==> src/hdl/vio_pkg.sv <==
`default_nettype none
package vio_pkg;
    // clock and time bases
    localparam int unsigned CLK_PERIOD_NS = 10;                   // 100 MHz system clock
    localparam int unsigned US_NS         = 1000;                 // one microsecond
    localparam int unsigned MS_US         = 1000;                 // one millisecond in us
    localparam int unsigned US_CYC        = US_NS / CLK_PERIOD_NS; // cycles per microsecond
    localparam int unsigned MS_CYC        = MS_US * US_CYC;        // cycles per millisecond
    localparam int unsigned BTN_HOLD_MS   = 2000;                 // front-panel reset hold
    // pulse and watchdog limits
    localparam logic [31:0] US_MIN        = 32'h0000000A;         // least delay/width in us
    localparam logic [15:0] WD_MAX_MS     = 16'hFFFE;             // longest watchdog timeout
    // counts of things
    localparam int unsigned N_PG          = 6;                    // pulse generators
    localparam int unsigned N_ISO_IN      = 12;
    localparam int unsigned N_TTL_IN      = 2;
    localparam int unsigned N_TTL_OUT     = 10;                   // wd, 3 gp, 6 pulse
    localparam int unsigned N_ISO_OUT     = 4;
    localparam int unsigned N_PIN         = 17;                   // iso, ttl, safe, heat, button
    // bit positions in the synchronised pin vector
    localparam int unsigned PIN_PSEL0     = 0;                    // iso 0..4 product data
    localparam int unsigned PIN_LATCH     = 5;
    localparam int unsigned PIN_ENC_A     = 6;
    localparam int unsigned PIN_ENC_B     = 7;
    localparam int unsigned PIN_TRIG8     = 8;
    localparam int unsigned PIN_GP0       = 9;                    // iso 9 and 10
    localparam int unsigned PIN_SHDN      = 11;
    localparam int unsigned PIN_TTL0      = 12;
    localparam int unsigned PIN_TTL1      = 13;
    localparam int unsigned PIN_SAFE      = 14;
    localparam int unsigned PIN_HEAT      = 15;
    localparam int unsigned PIN_BTN       = 16;
    // bit positions in the ttl output vector
    localparam int unsigned TTL_WD        = 0;
    localparam int unsigned TTL_GP0       = 1;
    localparam int unsigned TTL_PG0       = 4;

    typedef enum logic [2:0] {
        VIO_TRIG_IMM, VIO_TRIG_TTL0, VIO_TRIG_TTL1, VIO_TRIG_ISO5, VIO_TRIG_ISO8
    } vio_trig_e;

    typedef enum logic [1:0] {
        VIO_WD_IND, VIO_WD_TTL, VIO_WD_SHDN
    } vio_wd_act_e;

    typedef enum logic [1:0] {
        VIO_FS_LOW, VIO_FS_HIGH, VIO_FS_HIZ
    } vio_fs_e;

    typedef enum logic [1:0] {
        VIO_PG_IDLE, VIO_PG_ARM, VIO_PG_DELAY, VIO_PG_ACTIVE
    } vio_pg_st_e;

    typedef struct packed {
        logic        run;        // start (1) or stop (0)
        vio_trig_e   trig;       // start source
        logic        edge_fall;  // trigger on falling edge
        logic        act_high;   // output polarity
        logic        delay_enc;  // delay in encoder counts
        logic [31:0] delay;
        logic [31:0] width;      // always microseconds
    } vio_pg_cfg_s;

    typedef struct packed {
        logic        arm;        // watchdog armed
        logic        kick;       // software service pulse
        vio_wd_act_e act;
        logic [15:0] timeout_ms;
    } vio_wd_cfg_s;
endpackage
`default_nettype wire

==> src/hdl/vio_top.sv <==
// Overview of operation
// - width in microseconds, ten and up
// - each generator picks its own trigger edge
// - encoder phases on iso six, seven
// - count every phase edge, 100 kHz inputs
// - delay may advance on encoder counts
// - five product inputs sampled together
// - iso five rising edge latches product
// - general inputs never trigger generators
// - software reads inputs, drives outputs unless forced
// - three faults: shutdown, watchdog, overheat
// - safe off, shutdown on: halt, force
// - shutdown off: external ignored, others halt
// - safe on: never force, overheat halts
// - iso eleven inactive flags external shutdown
// - halt persists until device reset
// - per-output fault states for ttl, iso
// - shutdown enable cleared only by reset
// - watchdog counts milliseconds up to 65534
// - indicator flag holds until disarm; resets io
// - output action drives ttl zero high
// - shutdown action halts unless safe on, lights fault
// - assert after delay, deassert after width
// - trigger: one per edge; immediate repeats
// - delay in 32-bit counter, both units
`default_nettype none
module vio_top #(
    parameter int unsigned MS_CYC = vio_pkg::MS_CYC  // cycles per millisecond
) (
    // clock and reset
    input  wire logic                              clk_sys,
    input  wire logic                              resetn,
    // field pins and switches
    input  wire logic [vio_pkg::N_ISO_IN-1:0]      iso_in,
    input  wire logic [vio_pkg::N_TTL_IN-1:0]      ttl_in,
    input  wire logic                              safe_sw,
    input  wire logic                              overheat,
    input  wire logic                              reset_btn,
    // software configuration
    input  vio_pkg::vio_pg_cfg_s [vio_pkg::N_PG-1:0] pg_cfg,
    input  vio_pkg::vio_wd_cfg_s                   wd_cfg,
    input  wire logic                              shdn_en_cfg,
    input  wire logic                              psel_latch_en,
    input  wire logic [2:0]                        gp_ttl_set,
    input  wire logic [vio_pkg::N_ISO_OUT-1:0]     gp_iso_set,
    input  vio_pkg::vio_fs_e [vio_pkg::N_TTL_OUT-1:0] fs_ttl,
    input  wire logic [vio_pkg::N_ISO_OUT-1:0]     fs_iso,
    // outputs to field
    output logic [vio_pkg::N_TTL_OUT-1:0]          ttl_out,
    output logic [vio_pkg::N_TTL_OUT-1:0]          ttl_oe,
    output logic [vio_pkg::N_ISO_OUT-1:0]          iso_out,
    // status to software and panel
    output logic [31:0]                            enc_count,
    output logic [4:0]                             psel_value,
    output logic [1:0]                             gp_in,
    output logic                                   wd_expired,
    output logic                                   halted,
    output logic                                   power_fault,
    output logic                                   outputs_forced,
    output logic                                   sys_reset_req
);
    localparam logic [6:0]  US_LAST  = 7'(vio_pkg::US_CYC - 1);
    localparam logic [16:0] MS_LAST  = 17'(MS_CYC - 1);
    localparam logic [11:0] BTN_LAST = 12'(vio_pkg::BTN_HOLD_MS - 1);
    localparam logic [16:0] PIN_IDLE = 17'(32'h00000001 << vio_pkg::PIN_SHDN);  // shutdown pin rests high

    // raw pins gathered for synchronising
    logic [vio_pkg::N_PIN-1:0] pin_raw;
    logic [vio_pkg::N_PIN-1:0] s1_r, s2_r, s3_r;  // three-stage synchroniser
    logic [vio_pkg::N_PIN-1:0] sig_r;             // accepted level
    logic [vio_pkg::N_PIN-1:0] prev_r;            // level one cycle ago
    logic [vio_pkg::N_PIN-1:0] rise, fall;

    assign pin_raw = {reset_btn, overheat, safe_sw, ttl_in, iso_in};

    // per-pin synchroniser; accept a level once stages two and three agree
    for (genvar p = 0; p < vio_pkg::N_PIN; p++) begin : g_sync
        always_ff @(posedge clk_sys or negedge resetn) begin
            if (!resetn) begin
                s1_r[p]   <= PIN_IDLE[p];
                s2_r[p]   <= PIN_IDLE[p];
                s3_r[p]   <= PIN_IDLE[p];
                sig_r[p]  <= PIN_IDLE[p];  // no false shutdown after reset
                prev_r[p] <= PIN_IDLE[p];
            end else begin
                s1_r[p]   <= pin_raw[p];
                s2_r[p]   <= s1_r[p];
                s3_r[p]   <= s2_r[p];
                sig_r[p]  <= (s2_r[p] == s3_r[p]) ? s3_r[p] : sig_r[p];
                prev_r[p] <= sig_r[p];
            end
        end
    end

    assign rise = sig_r & ~prev_r;
    assign fall = ~sig_r & prev_r;

    // shared millisecond tick; microsecond ticks per generator
    logic [16:0] ms_pre_r;
    logic        ms_tick;
    assign ms_tick = (ms_pre_r == MS_LAST);

    always_ff @(posedge clk_sys or negedge resetn) begin
        if (!resetn) begin
            ms_pre_r <= '0;
        end else begin
            ms_pre_r <= ms_tick ? '0 : ms_pre_r + 17'h00001;
        end
    end

    // quadrature decode on synchronised phases
    logic [1:0]  enc_now, enc_old;
    logic        enc_step, enc_up;
    logic [31:0] enc_cnt_r;
    assign enc_now  = {sig_r[vio_pkg::PIN_ENC_A], sig_r[vio_pkg::PIN_ENC_B]};
    assign enc_old  = {prev_r[vio_pkg::PIN_ENC_A], prev_r[vio_pkg::PIN_ENC_B]};
    assign enc_step = (enc_now != enc_old) && (enc_now != ~enc_old);
    // a leads b: up
    assign enc_up   = enc_now[1] ^ enc_old[0];

    // signed position, every phase edge counted
    always_ff @(posedge clk_sys or negedge resetn) begin
        if (!resetn) begin
            enc_cnt_r <= '0;
        end else if (enc_step) begin
            enc_cnt_r <= enc_up ? enc_cnt_r + 32'h00000001 : enc_cnt_r - 32'h00000001;
        end
    end
    assign enc_count = enc_cnt_r;

    // product select: live or latched on iso five rising edge
    logic [4:0] psel_live;
    logic [4:0] psel_r;
    assign psel_live = sig_r[vio_pkg::PIN_PSEL0 +: 5];

    always_ff @(posedge clk_sys or negedge resetn) begin
        if (!resetn) begin
            psel_r <= '0;
        end else if (!psel_latch_en || rise[vio_pkg::PIN_LATCH]) begin
            psel_r <= psel_live;
        end
    end
    assign psel_value = psel_r;

    // general inputs read only here, never by generators
    assign gp_in = sig_r[vio_pkg::PIN_GP0 +: 2];

    // shutdown enable sticks until reset
    logic shdn_en_r;
    always_ff @(posedge clk_sys or negedge resetn) begin
        if (!resetn) begin
            shdn_en_r <= 1'b0;
        end else if (shdn_en_cfg) begin
            shdn_en_r <= 1'b1;
        end
    end

    // watchdog
    logic [15:0] wd_cnt_r;
    logic        wd_exp_r;
    logic        wd_arm_d_r;
    logic [15:0] wd_limit;
    logic        wd_disarm;
    assign wd_limit  = (wd_cfg.timeout_ms > vio_pkg::WD_MAX_MS) ? vio_pkg::WD_MAX_MS : wd_cfg.timeout_ms;
    assign wd_disarm = wd_arm_d_r && !wd_cfg.arm;

    // millisecond count; expiry sticks until disarmed
    always_ff @(posedge clk_sys or negedge resetn) begin
        if (!resetn) begin
            wd_cnt_r   <= '0;
            wd_exp_r   <= 1'b0;
            wd_arm_d_r <= 1'b0;
        end else begin
            wd_arm_d_r <= wd_cfg.arm;
            if (!wd_cfg.arm) begin
                wd_cnt_r <= '0;
                wd_exp_r <= 1'b0;
            end else if (wd_cfg.kick && !wd_exp_r) begin
                wd_cnt_r <= '0;
            end else if (ms_tick && !wd_exp_r) begin
                wd_cnt_r <= wd_cnt_r + 16'h0001;
                wd_exp_r <= (wd_cnt_r + 16'h0001) >= wd_limit;
            end
        end
    end
    assign wd_expired = wd_exp_r;

    // fault sources and responses
    logic safe_on, f_ext, f_wd, f_heat, halt_now, force_now;
    logic halt_r, force_r;
    assign safe_on   = sig_r[vio_pkg::PIN_SAFE];
    assign f_ext     = shdn_en_r && !safe_on && !sig_r[vio_pkg::PIN_SHDN];
    assign f_wd      = wd_exp_r && (wd_cfg.act == vio_pkg::VIO_WD_SHDN);
    assign f_heat    = sig_r[vio_pkg::PIN_HEAT];
    assign halt_now  = f_ext || (f_wd && !safe_on) || f_heat;
    assign force_now = halt_now && shdn_en_r && !safe_on;

    // faults latch until reset
    always_ff @(posedge clk_sys or negedge resetn) begin
        if (!resetn) begin
            halt_r  <= 1'b0;
            force_r <= 1'b0;
        end else begin
            halt_r  <= halt_r || halt_now;
            force_r <= force_r || force_now;
        end
    end
    assign halted         = halt_r;
    assign power_fault    = halt_r;
    assign outputs_forced = force_r;

    // button held two seconds requests reset
    logic [11:0] btn_ms_r;
    logic        btn_req_r;
    always_ff @(posedge clk_sys or negedge resetn) begin
        if (!resetn) begin
            btn_ms_r  <= '0;
            btn_req_r <= 1'b0;
        end else begin
            btn_req_r <= 1'b0;
            if (!sig_r[vio_pkg::PIN_BTN]) begin
                btn_ms_r <= '0;
            end else if (ms_tick && btn_ms_r != BTN_LAST) begin
                btn_ms_r <= btn_ms_r + 12'h001;
            end else if (ms_tick) begin
                btn_req_r <= 1'b1;
            end
        end
    end
    assign sys_reset_req = btn_req_r;

    // trigger edges; general inputs excluded
    logic [3:0] trig_rise, trig_fall;
    assign trig_rise = {rise[vio_pkg::PIN_TRIG8], rise[vio_pkg::PIN_LATCH],
                        rise[vio_pkg::PIN_TTL1], rise[vio_pkg::PIN_TTL0]};
    assign trig_fall = {fall[vio_pkg::PIN_TRIG8], fall[vio_pkg::PIN_LATCH],
                        fall[vio_pkg::PIN_TTL1], fall[vio_pkg::PIN_TTL0]};

    // pulse generators
    logic [vio_pkg::N_PG-1:0] pg_out;
    logic                     pg_stop_all;
    assign pg_stop_all = halt_r || wd_disarm;

    for (genvar g = 0; g < vio_pkg::N_PG; g++) begin : g_pg
        vio_pkg::vio_pg_cfg_s cfg_r;    // frozen while running
        vio_pkg::vio_pg_st_e  st_r;
        logic [31:0]          cnt_r;    // remaining delay or width
        logic [6:0]           pre_r;    // microsecond prescaler
        logic                 us_tick;
        logic                 edge_hit;
        logic [3:0]           edges;
        logic [31:0]          delay_ld;
        logic [31:0]          width_ld;
        logic [1:0]           src;

        assign us_tick  = (pre_r == US_LAST);
        assign edges    = cfg_r.edge_fall ? trig_fall : trig_rise;
        assign src      = 2'(cfg_r.trig - vio_pkg::VIO_TRIG_TTL0);
        assign edge_hit = (cfg_r.trig != vio_pkg::VIO_TRIG_IMM) && edges[src];
        assign delay_ld = (cfg_r.delay_enc || cfg_r.delay >= vio_pkg::US_MIN) ? cfg_r.delay : vio_pkg::US_MIN;
        assign width_ld = (cfg_r.width < vio_pkg::US_MIN) ? vio_pkg::US_MIN : cfg_r.width;

        // generator sequence: idle, armed, delay, active
        always_ff @(posedge clk_sys or negedge resetn) begin
            if (!resetn) begin
                st_r  <= vio_pkg::VIO_PG_IDLE;
                cfg_r <= '0;
                cnt_r <= '0;
                pre_r <= '0;
            end else begin
                pre_r <= us_tick ? '0 : pre_r + 7'h01;
                if (!pg_cfg[g].run || pg_stop_all) begin
                    st_r <= vio_pkg::VIO_PG_IDLE;
                end else begin
                    case (st_r)
                        vio_pkg::VIO_PG_IDLE: begin
                            cfg_r <= pg_cfg[g];
                            st_r  <= vio_pkg::VIO_PG_ARM;
                        end
                        vio_pkg::VIO_PG_ARM: begin
                            // wait for the selected edge, or go at once
                            if (cfg_r.trig == vio_pkg::VIO_TRIG_IMM || edge_hit) begin
                                st_r  <= vio_pkg::VIO_PG_DELAY;
                                cnt_r <= delay_ld;
                                pre_r <= '0;
                            end
                        end
                        vio_pkg::VIO_PG_DELAY: begin
                            // delay in encoder counts or microseconds
                            if (cfg_r.delay_enc && cnt_r == '0) begin
                                st_r  <= vio_pkg::VIO_PG_ACTIVE;
                                cnt_r <= width_ld;
                                pre_r <= '0;
                            end else if (cfg_r.delay_enc) begin
                                cnt_r <= enc_step ? cnt_r - 32'h00000001 : cnt_r;
                            end else if (us_tick && cnt_r == 32'h00000001) begin
                                st_r  <= vio_pkg::VIO_PG_ACTIVE;
                                cnt_r <= width_ld;
                            end else if (us_tick) begin
                                cnt_r <= cnt_r - 32'h00000001;
                            end
                        end
                        vio_pkg::VIO_PG_ACTIVE: begin
                            // width always in microseconds
                            if (us_tick && cnt_r == 32'h00000001) begin
                                if (cfg_r.trig == vio_pkg::VIO_TRIG_IMM) begin
                                    st_r  <= vio_pkg::VIO_PG_DELAY;
                                    cnt_r <= delay_ld;
                                end else begin
                                    st_r  <= vio_pkg::VIO_PG_ARM;
                                end
                            end else if (us_tick) begin
                                cnt_r <= cnt_r - 32'h00000001;
                            end
                        end
                        default: begin
                            st_r <= vio_pkg::VIO_PG_IDLE;
                        end
                    endcase
                end
            end
        end

        // output level by polarity
        always_ff @(posedge clk_sys or negedge resetn) begin
            if (!resetn) begin
                pg_out[g] <= 1'b0;
            end else begin
                pg_out[g] <= (st_r == vio_pkg::VIO_PG_ACTIVE) ~^ cfg_r.act_high;
            end
        end
    end

    // normal output drive before fault override
    logic [vio_pkg::N_TTL_OUT-1:0] ttl_norm;
    logic                          wd_pin;
    assign wd_pin   = wd_exp_r && (wd_cfg.act == vio_pkg::VIO_WD_TTL);
    assign ttl_norm = {pg_out, gp_ttl_set, wd_pin};

    // fault states override outputs once forced
    logic [vio_pkg::N_TTL_OUT-1:0] ttl_o_r, ttl_oe_r;
    logic [vio_pkg::N_ISO_OUT-1:0] iso_o_r;
    for (genvar t = 0; t < vio_pkg::N_TTL_OUT; t++) begin : g_ttl
        always_ff @(posedge clk_sys or negedge resetn) begin
            if (!resetn) begin
                ttl_o_r[t]  <= 1'b0;
                ttl_oe_r[t] <= 1'b1;
            end else if (force_r) begin
                ttl_o_r[t]  <= (fs_ttl[t] == vio_pkg::VIO_FS_HIGH);
                ttl_oe_r[t] <= (fs_ttl[t] != vio_pkg::VIO_FS_HIZ);
            end else begin
                ttl_o_r[t]  <= ttl_norm[t];
                ttl_oe_r[t] <= 1'b1;
            end
        end
    end

    // isolated outputs: software or fault state
    always_ff @(posedge clk_sys or negedge resetn) begin
        if (!resetn) begin
            iso_o_r <= '0;
        end else begin
            iso_o_r <= force_r ? fs_iso : gp_iso_set;
        end
    end

    assign ttl_out = ttl_o_r;
    assign ttl_oe  = ttl_oe_r;
    assign iso_out = iso_o_r;
endmodule
`default_nettype wire

==> config.mk <==
export PLATFORM = sky130hd
export DESIGN_NAME = vio_top
export DESIGN_NICKNAME = d
export VERILOG_FILES = /design/src/hdl/vio_pkg.sv /design/src/hdl/vio_top.sv
export SDC_FILE = /design/constraint.sdc
export NUM_CORES = 2
export LEC_CHECK = 0
export BUFFER_PORTS_ARGS = -buffer_cell sky130_fd_sc_hd__buf_2
export CAP_MARGIN = 15
export CORE_MARGIN = 2
export CORE_UTILIZATION = 35
export DETAILED_ROUTE_END_ITERATION = 6
export PLACE_DENSITY = 0.5
export SYNTH_ARGS = -nofsm -noshare
export SYNTH_HDL_FRONTEND = slang
export SYNTH_SLANG_ARGS = --single-unit
==> constraint.sdc <==
create_clock -name clk_sys -period 3.7 [get_ports clk_sys]
set_input_delay 0.555 -clock clk_sys [delete_from_list [all_inputs] [get_ports clk_sys]]
set_output_delay 0.555 -clock clk_sys [all_outputs]
set_load 0.01 [all_outputs]
; Word-level counts from Yosys, hierarchy flattened
; Index checks and enable logic that the tools add are counted.
[classes]
n_addsub = 23
order_cmp = 20
eq_ne = 119
n_mux = 197
n_bitwise = 18
reduce_logical = 114
[op_table]
columns = cell, count
row1 = $mux W32, 61
row2 = $pmux W32 S3, 6
row3 = $sub A32 B1 Y32 const B, 7
row4 = $eq A32 B1 Y1 const B, 6
row5 = $ge A32 B4 Y1 const B, 6
row6 = $logic_not A32 Y1, 6
row7 = $lt A32 B4 Y1 const B, 6
row8 = $mux W7, 24
row9 = $mux W2, 42
row10 = $pmux W7 S2, 6
row11 = $ne A4 B4 Y1 const B, 18
row12 = $mux W16, 4
row13 = $ne A3 B3 Y1 const B, 18
row14 = $pmux W2 S4, 6
row15 = $add A7 B1 Y7 const B, 6
row16 = $eq A7 B7 Y1 const B, 6
row17 = $reduce_bool A3 Y1, 12
row18 = $eq A2 B1 Y1 const B, 17
row19 = $ne A2 B2 Y1 const B, 17
row20 = $add A32 B1 Y32 const B, 1
row21 = $mux W1, 32
row22 = $logic_and A1 B1 Y1, 30
row23 = $reduce_and A5 Y1, 6
row24 = $and A14 B14 Y14, 2
row25 = 29 further kinds, 146
[totals]
ff_bits = 866
out_inout_bits = 68

; Longest topological paths before layout
[logic_depth]
word_depth = 10
depth_mapped = 15

; Worst setup path after synthesis
; Ideal clock, no wire load.
[synth_timing]
path_type = register to register
from = register sig_r, in the netlist enc_now[1]
to = register enc_cnt_r[30] (netlist: enc_count[30])
setup_ps = 122
arrival_ps = 3464
slack_ps = 114
path_stages_with_launch = 14
n_path_buf = 0
period_less_slack_ps = 3586
cell_sequence = dfrtp_1 > xor2_1 > inv_1 > ha_1 > a21o_1 > a211oi_1 > o21ai_0 > a21o_1 > a21oi_1 > o22ai_1 > o41a_1 > a211oi_1 > mux2i_1 > nand2_1
[synth_between]
elab_chain_cells = 2
elab_cells_between_ends = 5
[synth_rtl]
columns = element, line_no
row1 = start: declaration, vio_top.sv:70  ; logic [vio_pkg::N_PIN-1:0] sig_r;
row2 = start signal: indexed assignment, vio_top.sv:83  ; sig_r[p] <= PIN_IDLE[p];
row3 = start signal: indexed assignment, vio_top.sv:89  ; sig_r[p] <= (s2_r[p] == s3_r[p]) ? s3_r[p] : sig_r[p];
row4 = $xor A1 B1 Y1 / $ne A2 B2 Y1 (equally long branches), "vio_top.sv:119, vio_top.sv:117"
row5 = $mux W32 / $logic_and A1 B1 Y1 (equally long branches), "vio_top.sv:126, vio_top.sv:117"
row6 = end signal: assignment, vio_top.sv:126  ; enc_cnt_r <= enc_up ? enc_cnt_r + 32'h00000001 : enc_cnt_r - 32'h00000001;
row7 = end: declaration, vio_top.sv:114  ; logic [31:0] enc_cnt_r;
; Parallel ways exist; a longest one is shown, timed or not.
; A chain may end at the register's enable or synchronous reset.

; Worst setup path after layout
[layout_timing]
from = register g_pg[1].cnt_r[9]
to = register g_pg[1].cnt_r[28]
[layout_between]
elab_chain_cells = 6
elab_cells_between_ends = 15
[layout_rtl]
columns = element, line_no
row1 = start: declaration, vio_top.sv:247  ; logic [31:0] cnt_r;
row2 = start signal: assignment, vio_top.sv:284  ; cnt_r <= delay_ld;
row3 = start signal: assignment, vio_top.sv:292  ; cnt_r <= width_ld;
row4 = start signal: assignment, vio_top.sv:295  ; cnt_r <= enc_step ? cnt_r - 32'h00000001 : cnt_r;
row5 = $sub A32 B1 Y32 / $eq A32 B1 Y1 (equally long branches), -
row6 = $mux W32 / $logic_and A1 B1 Y1 (equally long branches), -
row7 = $mux W32, vio_top.sv:296  ; end else if (us_tick && cnt_r == 32'h00000001) begin
row8 = $mux W32, vio_top.sv:294  ; end else if (cfg_r.delay_enc) begin
row9 = $mux W32, vio_top.sv:290  ; if (cfg_r.delay_enc && cnt_r == '0) begin
row10 = $pmux W32 S3, vio_top.sv:275  ; case (st_r)
; Parallel ways exist; a longest one is shown, timed or not. The select of a mux whose other input is x is not followed.

==> metrics.txt <==
# TYPE chip_impl_metric gauge
chip_impl_metric{name="synthDominantCellAreaShare",unit="%"} 42.48
chip_impl_metric{name="dieWidth",unit="um"} 380.9
chip_impl_metric{name="route.final.wire_length",unit="um"} 174400
chip_impl_metric{name="n_fill_cell",unit=""} 14050
chip_impl_metric{name="power_leakage",unit="nW"} 26.46
chip_impl_metric{name="rows",unit=""} 138
chip_impl_metric{name="post_synth_xor_area_fraction",unit="%"} 5.778
chip_impl_metric{name="grt_start_max_net_pins",unit=""} 95
chip_impl_metric{name="fin_crit",unit="ps"} 3527
chip_impl_info{name="synth_top_cell_by_area",value="dfrtp_1"} 1
chip_impl_metric{name="number_of_buffers_created_by_cts",unit=""} 101
chip_impl_info{name="worst_setup_path_category",value="flop to flop"} 1
chip_impl_metric{name="syn-mean-instance-area",unit="um2"} 9.412
chip_impl_metric{name="num-nets-final",unit=""} 6481
chip_impl_metric{name="routed_vias",unit=""} 43970
chip_impl_info{name="worst_setup_path_start_kind",value="flop"} 1
chip_impl_metric{name="worst-r2r-setup-slack",unit="ps"} 170
chip_impl_metric{name="syn-instance-count",unit=""} 5282
chip_impl_metric{name="place_hpwl",unit="um"} 128900
chip_impl_metric{name="finalWeightedCongestion",unit=""} 0.9200
chip_impl_metric{name="finalCritPeriodShare",unit="%"} 95.33
chip_impl_metric{name="routed_length_per_placed_instance",unit="um"} 22.15
chip_impl_metric{name="r2r_cells",unit=""} 10
chip_impl_metric{name="netlist-cell-type-count",unit=""} 94
chip_impl_metric{name="grt_pass1_wl",unit="um"} 265100
chip_impl_metric{name="required_arrival_time_at_the_worst_endpoint",unit="ps"} 4290
chip_impl_metric{name="clkLatencyLatePin",unit="ps"} 730
chip_impl_info{name="regToRegStartpoint",value="g_pg[1].cnt_r[9]$_DFFE_PN0P_"} 1
chip_impl_metric{name="synth_edf_count",unit=""} 0
chip_impl_metric{name="drt-initial-drc-count",unit=""} 3799
chip_impl_info{name="critical_path_source",value="g_pg[1].cnt_r[9]$_DFFE_PN0P_"} 1
chip_impl_metric{name="tightest_slew",unit="ps"} 1226
chip_impl_metric{name="slowest_stage_delay_cp",unit="ps"} 690
chip_impl_metric{name="fp.coreArea",unit="um2"} 141200
chip_impl_metric{name="area_fraction_in_compound_gates_after_synthesis",unit="%"} 16.91
chip_impl_info{name="root_buffer_selected_by_cts",value="clkbuf_16"} 1
chip_impl_info{name="r2r_end",value="g_pg[1].cnt_r[28]$_DFFE_PN0P_"} 1
chip_impl_info{name="hold_path_class",value="input pin to flop"} 1
chip_impl_metric{name="peakVddDrop",unit="V"} 0.0004214
chip_impl_metric{name="total_power",unit="W"} 0.02827
chip_impl_metric{name="synthesis.nets",unit=""} 5881
chip_impl_metric{name="final_layout_size_suffix_gt1_share",unit="%"} 25.62
chip_impl_metric{name="ys.warnings.count",unit=""} 0
chip_impl_metric{name="power-per-cell-area",unit="nW/um2"} 472.6
chip_impl_metric{name="grt.overflow.total",unit=""} 0
chip_impl_metric{name="initial_core_util",unit="%"} 35.20
chip_impl_metric{name="timing.critical_path.fanout_max",unit=""} 14
chip_impl_metric{name="fin_worst_skew",unit="ps"} 27.28
chip_impl_info{name="critical_path.endpoint",value="g_pg[1].cnt_r[28]$_DFFE_PN0P_"} 1
chip_impl_metric{name="path_depth",unit=""} 10
chip_impl_info{name="tritoncts",value="done"} 1
chip_impl_metric{name="number_of_global_route_vias_before_repair",unit=""} 42530
chip_impl_info{name="critPathSlowestCell",value="or4_4"} 1
chip_impl_metric{name="grt_antenna_before_repair",unit=""} 34
chip_impl_metric{name="yosys.area_share.simple",unit="%"} 16.71
chip_impl_metric{name="die_h",unit="um"} 380.9
chip_impl_metric{name="synth.ff_latch_count",unit=""} 858
chip_impl_metric{name="maxcap_viol_count",unit=""} 0
chip_impl_info{name="yosys-top-cells-area",value="dfrtp_1, mux2_2, nor2_1"} 1
chip_impl_metric{name="groute.usage.overall",unit="%"} 23.41
chip_impl_info{name="timing.critical_path.mode_cell",value="or4_4"} 1
chip_impl_info{name="crit_path_cell_trace",value="or4_4, or4_4, or4_4, nand2_4, nand2_2, buf_4, o221ai_1, o21ai_1, a221oi_2, nor2_1"} 1
chip_impl_metric{name="path_clk_slew",unit="ps"} 60
chip_impl_metric{name="vias_per_cell",unit=""} 5.583
chip_impl_metric{name="final_max_tran_viols",unit=""} 0
chip_impl_metric{name="hold_viol_final",unit=""} 0
chip_impl_metric{name="detail_route.drc_violations",unit=""} 0
chip_impl_metric{name="worst-endpoint-arrival",unit="ps"} 4120
chip_impl_metric{name="arithmetic_cell_share_of_the_synthesized_area_counting_full_adders_half_adders_and_majority_gates",unit="%"} 2.899
chip_impl_info{name="synth_top_flop_cell",value="dfrtp_1"} 1
chip_impl_metric{name="totalNegativeSetupSlack",unit="ps"} 0
chip_impl_metric{name="clk_path_buf_depth",unit=""} 3
chip_impl_info{name="main_combinational_cell_family_by_area_after_synthesis",value="compound AO/OA/AOI/OAI gates"} 1
chip_impl_metric{name="setup_viol",unit=""} 0
chip_impl_metric{name="num_io_pins",unit=""} 566
chip_impl_metric{name="antenna_left",unit=""} 0
chip_impl_info{name="end_kind",value="flop"} 1
chip_impl_metric{name="clock_sink_count",unit=""} 858
chip_impl_metric{name="maximum_frequency_from_static_timing_analysis",unit="GHz"} 0.2835
chip_impl_info{name="status",value="finished, final reports clean"} 1
chip_impl_metric{name="syn-cell-area",unit="um2"} 49720
chip_impl_metric{name="synth_mux_area_share",unit="%"} 10.70
chip_impl_metric{name="area.growth.synth_to_final",unit="%"} 20.34
chip_impl_metric{name="postSynth.asyncResetShare",unit="%"} 100.0
chip_impl_metric{name="cts_htree_levels",unit=""} 3
chip_impl_metric{name="overall_die_area",unit="um2"} 145100
chip_impl_metric{name="maxSlewHeadroom",unit="%"} 17.94
chip_impl_info{name="crit_family",value="simple AND/OR/NAND/NOR gates"} 1
chip_impl_metric{name="dr.pass1.iters",unit=""} 5
chip_impl_metric{name="buffer_ports.inserted",unit=""} 565
chip_impl_metric{name="timing.critical_path.buf_inv",unit=""} 1
chip_impl_info{name="setup_repair_after_global_routing_missed_its_margin",value="no"} 1
chip_impl_metric{name="synth.yosys.seq_area_share",unit="%"} 43.22
-- synth_stat cells (all sizes together), types with 10 or more instances --
cell type and instances:
a2111oi 14, a211oi 60, a21o 34, a21oi 301, a221oi 61, a222oi 21, a22o 22, a22oi 46
a31oi 74, and2 25, and3 29, buf 75, clkbuf 289, dfrtp 844, dfstp 14, ha 100
inv 99, maj3 17, mux2 436, mux2i 14, mux4 12, nand2 496, nand2b 26, nand3 122
nand3b 18, nand4 40, nor2 544, nor2b 19, nor3 152, nor4 132, o2111ai 12, o211ai 69
o21a 16, o21ai 363, o221ai 50, o22ai 22, o2bb2ai 10, o311ai 10, o31ai 22, or2 23
or3 61, or4 38, xnor2 179, xor2 149
-- cell usage in the layout, fill, tap and decap left out, types with 44 or more instances in the layout --
cell type      Yosys  routed
dfrtp_1          844     844
buf_2             40     564
nor2_1           544     544
nand2_1          493     493
mux2_2           436     436
o21ai_0          340     338
a21oi_1          301     300
buf_4              5     230
xnor2_1          179     179
xor2_1           149     149
nor3_1           144     142
nor4_1           125     122
nand3_1          122     116
clkbuf_16          0     105
ha_1             100     100
inv_1             98      98
a31oi_1           74      74
o211ai_1          69      69
or3_1             61      61
a221oi_1          58      58
a211oi_1          60      57
o221ai_1          50      50
a22oi_1           46      46
dlygate4sd3_1      0      44
-- layout make-up --
| type | count | area (um2) | share of cell area (%) |
|---|---|---|---|
| clock buffer | 142 | 2957 | 4.942 |
| timing repair buffer | 861 | 5445 | 9.101 |
| sequential | 858 | 21490 | 35.92 |
| inverter | 102 | 382.9 | 0.6399 |
| clock inverter | 46 | 618.1 | 1.033 |
| multi-input combinational | 3958 | 26530 | 44.34 |
| tap | 1890 | 2365 | 3.953 |
| antenna | 19 | 47.55 | 0.07947 |
-- per-stage QoR --
stage | hold slack [ps] | instance area, um2 | cells | util [%] | setup slack (ps)
final | 58.30 | 59830 | 7876 | 42.36 | 172.7
after global routing | 17.80 | 59800 | 7866 | 42.34 | 2.081
after CTS | 0.02076 | 59750 | 7856 | 42.30 | 36.41
after detailed placement | 339.4 | 55730 | 7624 | 39.46 | 102.0
after global placement | 335.7 | 55730 | 7624 | 39.46 | 103.3
after floorplan | 259.4 | 49720 | 5282 | - | 114.5
-- cell families after synthesis --
group                    Yosys count
adder cells (fa/ha/maj)          118
buffers and inverters            466
flip-flops                       858
multiplexers                     462
XOR/XNOR                         328
AO/OA/AOI/OAI                   1297
AND/OR/NAND/NOR                 1753
-- where the power goes --
group	switching (W)	total, W	internal (W)
registers	0.00121	0.0116	0.0104
clock network	0.00430	0.0108	0.00648
logic	0.00324	0.00593	0.00268
-- flip-flops by register name (all words and copies together) (netlist names), 6 cells and up --
| name | flops |
|---|---|
| enc_count | 32 |
| ttl_out | 10 |
| s2_r | 17 |
| ms_pre_r | 17 |
| g_pg.cnt_r | 192 |
| g_pg.st_r | 12 |
| ttl_oe | 10 |
| g_pg.pre_r | 42 |
| btn_ms_r | 12 |
| s1_r | 17 |
| g_pg.cfg_r | 420 |
| s3_r | 17 |
| wd_cnt_r | 16 |
| pg_out | 6 |
| sig_r | 6 |
-- how the worst min path moves through the flow --
stage	depth (start not counted)	slack, ps	start	end
global route	2	20	pg_cfg[392]	g_pg[5].cfg_r[37]$_DFFE_PN0P_
CTS	2	0.02	pg_cfg[371]	g_pg[5].cfg_r[16]$_DFFE_PN0P_
floorplan	0	260	resetn	btn_ms_r[0]$_DFFE_PN0P_
detailed placement	0	340	s1_r[6]$_DFF_PN0_	s2_r[6]$_DFF_PN0_
finish	2	60	pg_cfg[128]	g_pg[1].cfg_r[57]$_DFFE_PN0P_
global placement	0	340	s1_r[14]$_DFF_PN0_	s2_r[14]$_DFF_PN0_
-- what timing repair did --
item / 4_1_cts / 5_1_grt
hold endpoints to repair: 92 / 0
setup endpoints to repair: 0 / 6
resized for setup: 0 / 8
hold buffers: 44 / 0
setup buffers: 0 / 1
-- layer usage --
layer	part of all wire, %	global-route usage (%)	wire, um	up-vias
met5	0.088	0	154	-
met4	3.3	7.525	5795	26
met3	7.3	4.719	12660	312
met2	43	35.26	75500	1660
met1	46	33.52	80340	21520
li1	-	-	-	20460
No activity file was read; power rests on OpenSTA's default activity.
